**src/pkg/supervisor_pkg.sv**
```systemverilog
// Constants and types for the supply supervisor with write guard
// Functional notes
// - Undervoltage asserts both reset outputs
// - Hold reset for timeout after supply recovers
// - Manual clear low asserts reset
// - Hold while low, plus full timeout after
// - Debounce the manual clear input
// - Unconnected manual clear reads high
// - External low on reset pin starts reset
// - Reset pins are open drain only
// - Write lock high refuses all writes
// - Write lock low or open permits writes
// - Block writes below threshold and at power-up
// - 2 kbit array, 16 byte page buffer
// - I2C target up to 400 kHz
// - SDA only pulled low or released
// - Reduced build drops high reset, write lock
// - Busy programming: no address acknowledge
package supervisor_pkg;
  localparam int CLK_PERIOD_NS = 10;
  localparam int TICK_NS = 1000;
  localparam int TICK_CYCLES = TICK_NS / CLK_PERIOD_NS;
  localparam int RESET_TIMEOUT_MS = 200;
  localparam int RESET_TIMEOUT_TICKS = RESET_TIMEOUT_MS * 1000000 / TICK_NS;
  localparam int WRITE_CYCLE_MS = 5;
  localparam int WRITE_CYCLE_TICKS = WRITE_CYCLE_MS * 1000000 / TICK_NS;
  localparam int DEBOUNCE_NS = 1000;
  localparam int DEBOUNCE_CYCLES =
    (DEBOUNCE_NS + CLK_PERIOD_NS - 1) / CLK_PERIOD_NS;
  localparam int DB_W = 8;
  localparam int TICK_W = 8;
  localparam int TIMER_W = 24;
  localparam int MEM_BYTES = 256;
  localparam int PAGE_BYTES = 16;
  localparam logic [3:0] DEV_TYPE = 4'ha;
  localparam logic UV_RESET_VAL = 1'b1;
  localparam logic MC_RESET_VAL = 1'b1;

  typedef enum logic [2:0] {
    ST_IDLE,
    ST_ADDR,
    ST_WORD,
    ST_WRITE,
    ST_READ
  } i2c_state_t;
endpackage

```
**src/pkg/cond_if.sv**
```systemverilog
// Conditioned supervisor inputs between conditioner and core
`timescale 1ns/1ps
interface cond_if;
  logic raw_uv;
  logic raw_mc_n;
  logic uv_sync;
  logic mc_clean_n;
  modport conditioner (input raw_uv, input raw_mc_n,
                       output uv_sync, output mc_clean_n);
  modport core (output raw_uv, output raw_mc_n,
                input uv_sync, input mc_clean_n);
endinterface

```
**src/logic/input_conditioner.sv**
```systemverilog
// Synchronizer for undervoltage and manual clear, debouncer for manual clear only
`timescale 1ns/1ps
module input_conditioner import supervisor_pkg::*; (
  input wire logic core_clk,
  input wire logic reset_n,
  cond_if.conditioner cif
);
  localparam logic [DB_W-1:0] DB_LAST = DB_W'(DEBOUNCE_CYCLES - 1);
  logic uv_meta_q, uv_sync_q, mc_meta_q, mc_sync_q, mc_clean_q;
  logic [DB_W-1:0] db_cnt_q;

  always_ff @(posedge core_clk) begin
    if (!reset_n) begin
      uv_meta_q <= UV_RESET_VAL;
      uv_sync_q <= UV_RESET_VAL;
      mc_meta_q <= MC_RESET_VAL;
      mc_sync_q <= MC_RESET_VAL;
    end else begin
      uv_meta_q <= cif.raw_uv;
      uv_sync_q <= uv_meta_q;
      mc_meta_q <= cif.raw_mc_n;
      mc_sync_q <= mc_meta_q;
    end
  end

  // Accept a new level only after it stays stable
  always_ff @(posedge core_clk) begin
    if (!reset_n) begin
      mc_clean_q <= MC_RESET_VAL;
      db_cnt_q <= '0;
    end else if (mc_sync_q == mc_clean_q) begin
      db_cnt_q <= '0;
    end else if (db_cnt_q == DB_LAST) begin
      mc_clean_q <= mc_sync_q;
      db_cnt_q <= '0;
    end else begin
      db_cnt_q <= db_cnt_q + 1'b1;
    end
  end

  assign cif.uv_sync = uv_sync_q;
  assign cif.mc_clean_n = mc_clean_q;

  a_debounce_stable: assert property (
    @(posedge core_clk) disable iff (!reset_n)
    (mc_clean_q != $past(mc_clean_q)) |->
      ($past(db_cnt_q) == DB_LAST && $past(mc_sync_q) == mc_clean_q))
    else $error("manual clear changed before debounce time");
endmodule

```
**src/logic/supply_supervisor_write_guard.sv**
```systemverilog
// Reset sequencer, write gating and I2C memory target
`timescale 1ns/1ps
module supply_supervisor_write_guard import supervisor_pkg::*; #(
  parameter int TIMEOUT_TICKS = RESET_TIMEOUT_TICKS,
  parameter int WRITE_TICKS = WRITE_CYCLE_TICKS,
  parameter bit FULL_BUILD = 1'b1
) (
  input wire logic core_clk,
  input wire logic reset_n,
  input wire logic supply_low,
  input wire logic manual_clear_n,
  input wire logic write_lock,
  input wire logic rst_lo_i,
  output logic rst_lo_o,
  output logic rst_lo_oe_n,
  output logic rst_hi_o,
  output logic rst_hi_oe_n,
  input wire logic scl_i,
  input wire logic sda_i,
  output logic sda_o,
  output logic sda_oe_n
);
  localparam logic [TIMER_W-1:0] TO_LAST = TIMER_W'(TIMEOUT_TICKS - 1);
  localparam logic [TIMER_W-1:0] WR_LAST = TIMER_W'(WRITE_TICKS - 1);
  localparam logic [TICK_W-1:0] TICK_LAST = TICK_W'(TICK_CYCLES - 1);

  cond_if cif ();
  input_conditioner u_cond (
    .core_clk(core_clk),
    .reset_n(reset_n),
    .cif(cif)
  );
  assign cif.raw_uv = supply_low;
  assign cif.raw_mc_n = manual_clear_n;

  // Microsecond tick
  logic [TICK_W-1:0] tick_cnt_q;
  logic tick;
  assign tick = (tick_cnt_q == TICK_LAST);
  always_ff @(posedge core_clk) begin
    if (!reset_n || tick) begin
      tick_cnt_q <= '0;
    end else begin
      tick_cnt_q <= tick_cnt_q + 1'b1;
    end
  end

  // Reset sequencer
  logic assert_q, ext_low, cause;
  logic [TIMER_W-1:0] to_cnt_q;
  assign ext_low = !rst_lo_i && !assert_q;
  assign cause = cif.uv_sync || !cif.mc_clean_n || ext_low;
  always_ff @(posedge core_clk) begin
    if (!reset_n) begin
      assert_q <= 1'b1;
      to_cnt_q <= '0;
    end else if (cause) begin
      assert_q <= 1'b1;
      to_cnt_q <= '0;
    end else if (assert_q && tick) begin
      if (to_cnt_q == TO_LAST) begin
        assert_q <= 1'b0;
      end else begin
        to_cnt_q <= to_cnt_q + 1'b1;
      end
    end
  end

  // Open-drain pins: pull to active level or release
  assign rst_lo_o = 1'b0;
  assign rst_lo_oe_n = !assert_q;
  assign rst_hi_o = 1'b1;
  assign rst_hi_oe_n = !(assert_q && FULL_BUILD);

  // Write gating
  logic seen_ok_q, write_ok;
  always_ff @(posedge core_clk) begin
    if (!reset_n) begin
      seen_ok_q <= 1'b0;
    end else if (!cif.uv_sync) begin
      seen_ok_q <= 1'b1;
    end
  end
  // Pad pull-down makes an open lock pin read low
  assign write_ok = seen_ok_q && !cif.uv_sync
    && !(FULL_BUILD && write_lock);

  // I2C target, bus sampled at core clock rate
  i2c_state_t state_q;
  logic scl_q, sda_q, ack_phase_q, ack_ours_q, drive_q, pending_q;
  logic busy_q, commit;
  logic [3:0] bit_cnt_q;
  logic [7:0] shreg_q, tx_q, ptr_q;
  logic [TIMER_W-1:0] wr_cnt_q;
  logic [7:0] mem_q [MEM_BYTES];
  logic [7:0] pbuf_q [PAGE_BYTES];
  logic [PAGE_BYTES-1:0] pvalid_q;
  logic scl_rise, scl_fall, start, stop, byte_done, addr_hit;

  assign scl_rise = scl_i && !scl_q;
  assign scl_fall = !scl_i && scl_q;
  assign start = scl_i && scl_q && sda_q && !sda_i;
  assign stop = scl_i && scl_q && !sda_q && sda_i;
  assign byte_done = scl_fall && !ack_phase_q && bit_cnt_q == 4'd8;
  assign addr_hit = shreg_q[7:4] == DEV_TYPE && !busy_q;
  assign commit = stop && pending_q && write_ok;

  always_ff @(posedge core_clk) begin
    if (!reset_n) begin
      scl_q <= 1'b1;
      sda_q <= 1'b1;
    end else begin
      scl_q <= scl_i;
      sda_q <= sda_i;
    end
  end

  always_ff @(posedge core_clk) begin
    if (!reset_n) begin
      state_q <= ST_IDLE;
      ack_phase_q <= 1'b0;
      ack_ours_q <= 1'b0;
      drive_q <= 1'b0;
      bit_cnt_q <= '0;
      shreg_q <= '0;
      tx_q <= '0;
      ptr_q <= '0;
      pending_q <= 1'b0;
      pvalid_q <= '0;
    end else if (start || stop) begin
      state_q <= start ? ST_ADDR : ST_IDLE;
      ack_phase_q <= 1'b0;
      drive_q <= 1'b0;
      bit_cnt_q <= '0;
      pending_q <= 1'b0;
    end else if (state_q != ST_IDLE) begin
      if (scl_rise && !ack_phase_q) begin
        shreg_q <= {shreg_q[6:0], sda_i};
        bit_cnt_q <= bit_cnt_q + 1'b1;
      end else if (scl_rise && !ack_ours_q && sda_i) begin
        state_q <= ST_IDLE; // Master ended the read
      end else if (byte_done) begin
        ack_phase_q <= 1'b1;
        bit_cnt_q <= '0;
        ack_ours_q <= state_q != ST_READ;
        drive_q <= state_q != ST_READ;
        case (state_q)
          ST_ADDR: begin
            if (!addr_hit) begin
              state_q <= ST_IDLE;
              drive_q <= 1'b0;
            end else if (shreg_q[0]) begin
              state_q <= ST_READ;
            end else begin
              state_q <= ST_WORD;
            end
          end
          ST_WORD: begin
            ptr_q <= shreg_q;
            pvalid_q <= '0;
            state_q <= ST_WRITE;
          end
          ST_WRITE: begin
            pbuf_q[ptr_q[3:0]] <= shreg_q;
            pvalid_q[ptr_q[3:0]] <= 1'b1;
            ptr_q <= {ptr_q[7:4], ptr_q[3:0] + 4'h1};
            pending_q <= 1'b1;
          end
          default: begin
          end
        endcase
      end else if (scl_fall && ack_phase_q) begin
        ack_phase_q <= 1'b0;
        drive_q <= 1'b0;
        if (state_q == ST_READ) begin
          tx_q <= mem_q[ptr_q];
          drive_q <= !mem_q[ptr_q][7];
          ptr_q <= ptr_q + 8'h01;
        end
      end else if (scl_fall && state_q == ST_READ && bit_cnt_q != 4'd0) begin
        tx_q <= {tx_q[6:0], 1'b0};
        drive_q <= !tx_q[6];
      end
    end
  end

  // Programming cycle
  always_ff @(posedge core_clk) begin
    if (!reset_n) begin
      busy_q <= 1'b0;
      wr_cnt_q <= '0;
    end else if (commit) begin
      busy_q <= 1'b1;
      wr_cnt_q <= '0;
    end else if (busy_q && tick) begin
      if (wr_cnt_q == WR_LAST) begin
        busy_q <= 1'b0;
      end else begin
        wr_cnt_q <= wr_cnt_q + 1'b1;
      end
    end
  end

  for (genvar i = 0; i < MEM_BYTES; i++) begin : g_mem
    always_ff @(posedge core_clk) begin
      if (commit && pvalid_q[i % PAGE_BYTES]
          && ptr_q[7:4] == 4'(i / PAGE_BYTES)) begin
        mem_q[i] <= pbuf_q[i % PAGE_BYTES];
      end
    end
  end

  assign sda_o = 1'b0;
  assign sda_oe_n = !drive_q;

  a_uv_forces_reset: assert property (
    @(posedge core_clk) disable iff (!reset_n)
    cif.uv_sync |=> !rst_lo_oe_n && (rst_hi_oe_n == !FULL_BUILD))
    else $error("undervoltage did not assert reset");
  a_timeout_release: assert property (
    @(posedge core_clk) disable iff (!reset_n)
    $fell(assert_q) |-> $past(to_cnt_q) == TO_LAST && $past(tick)
      && !$past(cause))
    else $error("reset released before timeout");
  a_manual_holds: assert property (
    @(posedge core_clk) disable iff (!reset_n)
    !cif.mc_clean_n |=> assert_q && to_cnt_q == '0)
    else $error("manual clear did not hold reset");
  a_ext_starts: assert property (
    @(posedge core_clk) disable iff (!reset_n)
    (!rst_lo_i && !assert_q) |=> assert_q [*2])
    else $error("forced reset pin not latched");
  a_pins_release: assert property (
    @(posedge core_clk) disable iff (!reset_n)
    !assert_q |-> rst_lo_oe_n && rst_hi_oe_n)
    else $error("reset pin driven while inactive");
  a_lock_blocks: assert property (
    @(posedge core_clk) disable iff (!reset_n)
    (FULL_BUILD && write_lock) |-> !commit ##1 !$rose(busy_q))
    else $error("write committed while locked");
  a_powerup_blocks: assert property (
    @(posedge core_clk) disable iff (!reset_n)
    (!seen_ok_q || cif.uv_sync) |-> !commit)
    else $error("write committed below threshold");
  a_busy_nack: assert property (
    @(posedge core_clk) disable iff (!reset_n)
    (busy_q && byte_done && state_q == ST_ADDR) |=> !drive_q)
    else $error("address acknowledged while programming");
  a_sda_scl_low: assert property (
    @(posedge core_clk) disable iff (!reset_n)
    $rose(drive_q) |-> !scl_i && !$past(scl_i))
    else $error("sda pulled low while scl high");
endmodule

```
**config.mk**
```make
export PLATFORM = sky130hd
export DESIGN_NAME = supply_supervisor_write_guard
export DESIGN_NICKNAME = d
export VERILOG_FILES = /design/src/pkg/supervisor_pkg.sv /design/src/pkg/cond_if.sv /design/src/logic/input_conditioner.sv /design/src/logic/supply_supervisor_write_guard.sv
export SDC_FILE = /design/constraint.sdc
export NUM_CORES = 2
export LEC_CHECK = 0
export BUFFER_PORTS_ARGS = -buffer_cell sky130_fd_sc_hd__buf_4
export CORE_UTILIZATION = 55
export DETAILED_ROUTE_END_ITERATION = 10
export PLACE_DENSITY = 0.7
export SYNTH_ARGS = -nofsm -noshare
export SYNTH_HDL_FRONTEND = slang
export SYNTH_HIERARCHICAL = 1
export SYNTH_SLANG_ARGS = --single-unit
```
**constraint.sdc**
```tcl
create_clock -name core_clk -period 4.29 [get_ports core_clk]
set_input_delay 1.287 -clock core_clk [delete_from_list [all_inputs] [get_ports core_clk]]
set_output_delay 1.287 -clock core_clk [all_outputs]
set_load 0.1 [all_outputs]
```
# After elaboration in Yosys (flattened, before gate mapping)
# Memories as Yosys holds them, arrays and structs flattened.
# Cells that the tools add are included.
word_totals:
  register_bits: 124
  latchBits: 0
  ramBits: 2176
  mem_bits_ro: 0
  inputBits: 8
  output_inout_bits: 6
  word_cells: 1941
  memories: 2
mem_list:
  columns: ["name", "depth", "width", "rd", "rd_ports_with_merged_regs", "wr", "line", "rtl"]
  rows:
  - ["mem_q", 256, 8, 1, 0, 16, "supply_supervisor_write_guard.sv:95", "logic [7:0] mem_q [MEM_BYTES];"]
  - ["pbuf_q", 16, 8, 16, 0, 1, "supply_supervisor_write_guard.sv:96", "logic [7:0] pbuf_q [PAGE_BYTES];"]
classes:
  n_addsub: 7
  n_mul: 0
  div: 0
  n_lt_le_gt_ge: 2
  eq_ne: 33
  n_shift: 0
  n_mux: 1273
  bitwise_logic: 9
  n_reduce_logical: 590
ops:
  columns: ["cell", "n"]
  rows:
  - ["8-bit 2-to-1 mux", 483]
  - ["8-bit OR reduction", 240]
  - ["1-bit 2-to-1 mux", 773]
  - ["1-bit logical AND", 296]
  - ["24-bit by 1-bit adder with 24-bit output (second input constant)", 2]
  - ["4-bit == test (second input constant)", 10]
  - ["16-bit one-hot mux with 2 select lines", 1]
  - ["8-bit by 1-bit adder with 8-bit output (second input constant)", 3]
  - ["24-bit by 13-bit == test with 1-bit output (second input constant)", 1]
  - ["24-bit by 18-bit == test with 1-bit output (second input constant)", 1]
  - ["3-bit 2-to-1 mux", 7]
  - ["7-bit 2-to-1 mux", 3]
  - ["4-bit by 3-bit == test with 1-bit output (second input constant)", 4]
  - ["8-bit by 7-bit == test with 1-bit output (second input constant)", 2]
  - ["1-bit logical NOT", 16]
  - ["16-bit OR", 1]
  - ["8-bit one-hot mux with 2 select lines", 1]
  - ["2-bit nonzero test", 8]
  - ["7-bit AND reduction", 2]
  - ["4-bit 2-to-1 mux", 3]
  - ["4-bit AND reduction", 3]
  - ["2-bit AND reduction", 5]
  - ["5-bit AND reduction", 2]
  - ["3-bit nonzero test", 3]
  - ["other kinds (24)", 44]

# Longest topological paths before layout
logic_depth:
  ltp_word: 25
  mapped_depth: 13
  ltp_nobuf: 9

# Cells and area by module
# Netlist, hierarchy kept.
modules_own_cells:
  columns: ["module", "instances", "cells_per_inst", "area_per_inst_um2", "seq_area_each_um2"]
  rows:
  - ["supply_supervisor_write_guard", 1, 4354, 88477.4, 67564.8]
  - ["input_conditioner", 1, 50, 520.5, 260.2]

# Worst setup path after synthesis
# Ideal clock, no wire load.
synth_timing:
  path_kind: "in2reg"
  startpoint: "in sda_i"
  endpoint: "mem mem_q[162][0] (enable)"
  setup_ps: 370
  arrival_ps: 3406
  setup_slack_ps: 514
  cell_stages: 7
  path_buffers: 3
  path_cell_list: "clkbuf_1 nand4_1 nor4_1 clkbuf_1 nand2_1 clkbuf_1 nor2_1"
synth_lines:
  columns: ["element", "line", "rtl"]
  rows:
  - ["start, declared", "supply_supervisor_write_guard.sv:19", "input wire logic sda_i,"]
  - ["end, declared", "supply_supervisor_write_guard.sv:95", null]

# Worst setup path in the final report
layout_timing:
  startpoint: "reg ptr_q[0]"
  endpoint: "reg tx_q[4]"
layout_between:
  elab_chain_cells: 3
layout_lines:
  columns: ["element", "line", "rtl"]
  rows:
  - ["start, declared", "supply_supervisor_write_guard.sv:93", "logic [7:0] shreg_q, tx_q, ptr_q;"]
  - ["start signal, assigned", "supply_supervisor_write_guard.sv:159", "ptr_q <= shreg_q;"]
  - ["start signal, assigned", "supply_supervisor_write_guard.sv:166", "ptr_q <= {ptr_q[7:4], ptr_q[3:0] + 4'h1};"]
  - ["start signal, assigned", "supply_supervisor_write_guard.sv:178", "ptr_q <= ptr_q + 8'h01;"]
  - ["memory 256 x 8 bit", null, null]
  - ["7-bit 2-to-1 mux", "supply_supervisor_write_guard.sv:175", "if (state_q == ST_READ) begin"]
  - ["7-bit 2-to-1 mux", "supply_supervisor_write_guard.sv:172", "end else if (scl_fall && ack_phase_q) begin"]
  - ["end signal, assigned", "supply_supervisor_write_guard.sv:176", "tx_q <= mem_q[ptr_q];"]
  - ["end signal, assigned", "supply_supervisor_write_guard.sv:181", "tx_q <= {tx_q[6:0], 1'b0};"]
  - ["end, declared", "supply_supervisor_write_guard.sv:93", null]
# Every way passes these cells. The select of a mux whose other input is x is not followed.
# A chain may end at the register's enable or synchronous reset.

==> insert_results.sql <==
INSERT INTO impl_metrics (metric_group, metric, value, unit) VALUES
('run_status', 'run_status', 'complete, no violations', ''),
('detailed_routing', 'detailroute.via_count', '50630', ''),
('cts', 'hold_buffers', '0', ''),
('timing', 'finalSetupTns', '0', 'ns'),
('grt', 'gr-usage-all-layers', '39.72', '%'),
('detailed_routing', 'route.final.wire_length', '321.1', 'mm'),
('finish', 'ff_latch_area', '67840', 'µm²'),
('cts', 'ctsRootBufferMaster', 'sky130_fd_sc_hd__clkbuf_16', ''),
('setup_path', 'worstPathCellList', 'buf_12, mux4_2, mux2i_1, nor2_1, buf_4, nor4_1, and4_1, a21oi_1', ''),
('detailed_routing', 'drt_first_iter_violations', '8244', ''),
('place', 'gp_congestion', '1.071', ''),
('cts', 'post-cts-setup-buffers', '0', ''),
('timing', 'timing.final.max_slew_violations', '0', ''),
('place', 'port_buffers', '10', ''),
('synth', 'synth_area_leaders', 'sky130_fd_sc_hd__edfxtp_1 73%, sky130_fd_sc_hd__mux4_2 14%, sky130_fd_sc_hd__dfxtp_1 2.8%', ''),
('setup_path', 'crit_slowest_cell', 'sky130_fd_sc_hd__dfxtp_4', ''),
('place', 'postPlaceCellArea', '94520', 'µm²'),
('cts', 'post_cts_resized', '0', ''),
('detailed_routing', 'dr.pass1.iters', '5', ''),
('floorplan', 'die_x', '404.3', 'µm'),
('setup_path', 'worst-setup-path-type', 'reg2reg', ''),
('synth', 'commonest_cells_in_the_netlist', '2,176 x sky130_fd_sc_hd__edfxtp_1, 542 x sky130_fd_sc_hd__mux4_2, 373 x sky130_fd_sc_hd__nor2_1', ''),
('finish', 'multi_input_comb_area', '19820', 'µm²'),
('synth', 'netlist_cell_types', '83', ''),
('synth', 'synthDominantAreaCellType', 'sky130_fd_sc_hd__edfxtp_1', ''),
('setup_path', 'r2r.worst_path.cells', '8', ''),
('setup_path', 'start_kind', 'register', ''),
('synth', 'synthCells', '4404', ''),
('setup_path', 'path_depth', '8', ''),
('grt', 'globalRouteOverflowTotal', '0', ''),
('detailed_routing', 'route.detailed.wl_per_inst', '44.21', 'µm'),
('synth', 'number_of_synthesized_flops_with_an_enable_pin', '2176', ''),
('synth', 'synth.yosys.warnings', '6', ''),
('grt', 'antenna_found_initial', '42', ''),
('floorplan', 'placement_rows', '147', ''),
('cts', 'h-tree-depth', '4', ''),
('cts', 'clock_latency_of_the_later_clocked_register_in_the_worst_skew_pair', '0.89', 'ns'),
('timing', 'setup_viol', '0', ''),
('pwr', 'power_switching', '8644', 'µW'),
('synth', 'postSynth.asyncResetShare', '0', '%'),
('floorplan', 'core_region_area', '160600', 'µm²'),
('grt', 'grt_start_max_net_pins', '79', ''),
('finish', 'nFillCells', '10710', ''),
('synth', 'post_synth.cell_area_avg', '20.21', 'µm²'),
('synth', 'top_count_cell_post_synth', 'sky130_fd_sc_hd__edfxtp_1', ''),
('floorplan', 'floorplan.initialDensity', '55.43', '%'),
('floorplan', 'pin_count', '14', ''),
('pwr', 'intPower', '35330', 'µW'),
('finish', 'final_design_area_no_fill', '102000', 'µm²'),
('cts', 'maximum_buffer_depth_of_the_clock_tree', '3', ''),
('pwr', 'power.share.combinational', '0.2', '%'),
('setup_path', 'crit_path_max_incr_delay', '0.87', 'ns'),
('cts', 'number_of_cts_inserted_buffers', '219', ''),
('pwr', 'peakVddDrop', '397.0', 'µV'),
('timing', 'hold_viol_final', '0', ''),
('setup_path', 'critPathArrivalTime', '4.93', 'ns'),
('grt', 'grt_pass1_vias', '47360', ''),
('place', 'dp_hpwl', '216.9', 'mm'),
('timing', 'timing_worst_slew_pin_value', '1.375', 'ns'),
('setup_path', 'worst_ep_required_time', '5.04', 'ns'),
('finish', 'number_of_nets_in_the_layout', '4908', ''),
('timing', 'post-route-period-util', '97.36', '%'),
('cts', 'tritoncts', 'done', ''),
('finish', 'layout_cells_sized_above_1', '27.63', '%'),
('pwr', 'power_switching_share', '19.66', '%'),
('timing', 'final_period_minus_worst_setup_slack', '4.177', 'ns'),
('floorplan', 'floorplan.die_area', '163400', 'µm²'),
('synth', 'postSynth.topFlopCell', 'sky130_fd_sc_hd__edfxtp_1', ''),
('timing', 'max_clock_freq', '0.2394', 'GHz'),
('timing', 'slew_headroom', '8.301', '%'),
('pwr', 'power_frac_clock', '44.8', '%');
area by class of cell:
type                            instances  share of cell area, %
Clock buffer                          269                  5.663
Multi-Input combinational cell       1840                  19.44
Sequential cell                      2300                  66.54
Clock inverter                        137                  1.570
Tap cell                             2160                  2.651
Inverter                               20                0.08099
Antenna cell                           27                0.06627
Timing Repair Buffer                  509                  3.993
state kept, by name (all words and copies together) (netlist names), 3 cells and up:
name,count
to_cnt_q,24
mem_q,2048
pvalid_q,16
pbuf_q,128
wr_cnt_q,24
ptr_q,8
shreg_q,8
tx_q,7
state_q,3
u_cond/db_cnt_q,8
tick_cnt_q,8
bit_cnt_q,4
power groups by stage:
| stage | Combinational [µW] | Clock [µW] | Sequential (µW) |
|---|---|---|---|
| finish | 70.5 | 19700 | 24200 |
| detailed placement | 69.9 | 0 | 24700 |
| floorplan | 50.8 | 0 | 24700 |
| global route | 75.2 | 20600 | 24200 |
| global placement | 68.5 | 0 | 24700 |
| CTS | 70.1 | 19800 | 24200 |
through the flow:
| step | total power [µW] | hold slack [ns] | instances |
|---|---|---|---|
| floorplan | 24710 | 0.3863 | 4405 |
| finish | 43970 | 0.4099 | 7262 |
| CTS | 44020 | 0.4124 | 7235 |
| global placement | 24730 | 0.3902 | 6829 |
| global route | 44810 | 0.4277 | 7236 |
| detailed placement | 24740 | 0.3978 | 6829 |
per-layer routing:
layer | wire (µm) | track usage [%] | share of wire [%] | vias to the layer above
li1 | - | - | - | 19050
met1 | 105600 | 51.12 | 33 | 26100
met2 | 143300 | 58.98 | 45 | 4569
met3 | 46790 | 13.09 | 15 | 882
met4 | 25240 | 24.28 | 7.9 | 22
met5 | 161 | 0 | 0.050 | -
cell families after synthesis:
kind of cell	share of synthesized area, %
muxes	15.14
xor gates and xnor gates	0.4035
AOI/OAI and AO/OA	2.396
adders and majority gates	0.1406
DFF	76.21
other	0.008438
buffers and inverters	1.555
and+or+nand+nor	4.147
cells in the final DEF, fill, tap and decap left out, types with 27 or more instances in the layout:
cell type,count
sky130_fd_sc_hd__edfxtp_1,2176
sky130_fd_sc_hd__mux4_2,542
sky130_fd_sc_hd__buf_4,489
sky130_fd_sc_hd__nor2_1,372
sky130_fd_sc_hd__clkbuf_16,221
sky130_fd_sc_hd__nand2_1,155
sky130_fd_sc_hd__mux2i_1,118
sky130_fd_sc_hd__dfxtp_1,118
sky130_fd_sc_hd__a21oi_1,63
sky130_fd_sc_hd__nand3_1,61
sky130_fd_sc_hd__o21ai_0,54
sky130_fd_sc_hd__a22oi_1,50
sky130_fd_sc_hd__clkinv_1,49
sky130_fd_sc_hd__clkbuf_1,39
sky130_fd_sc_hd__clkinv_2,34
sky130_fd_sc_hd__a31oi_1,30
sky130_fd_sc_hd__diode_2,27
worst paths after layout:
path                                        from                 end  slack (ns)
worst max-delay path                    ptr_q[0]             tx_q[4]        0.11
worst min-delay path            u_cond/uv_meta_q  u_cond/cif.uv_sync        0.41
worst max register to register          ptr_q[0]             tx_q[4]        0.11
worst min register to register  u_cond/uv_meta_q  u_cond/cif.uv_sync        0.41
Power figures use the tool's default switching activity.
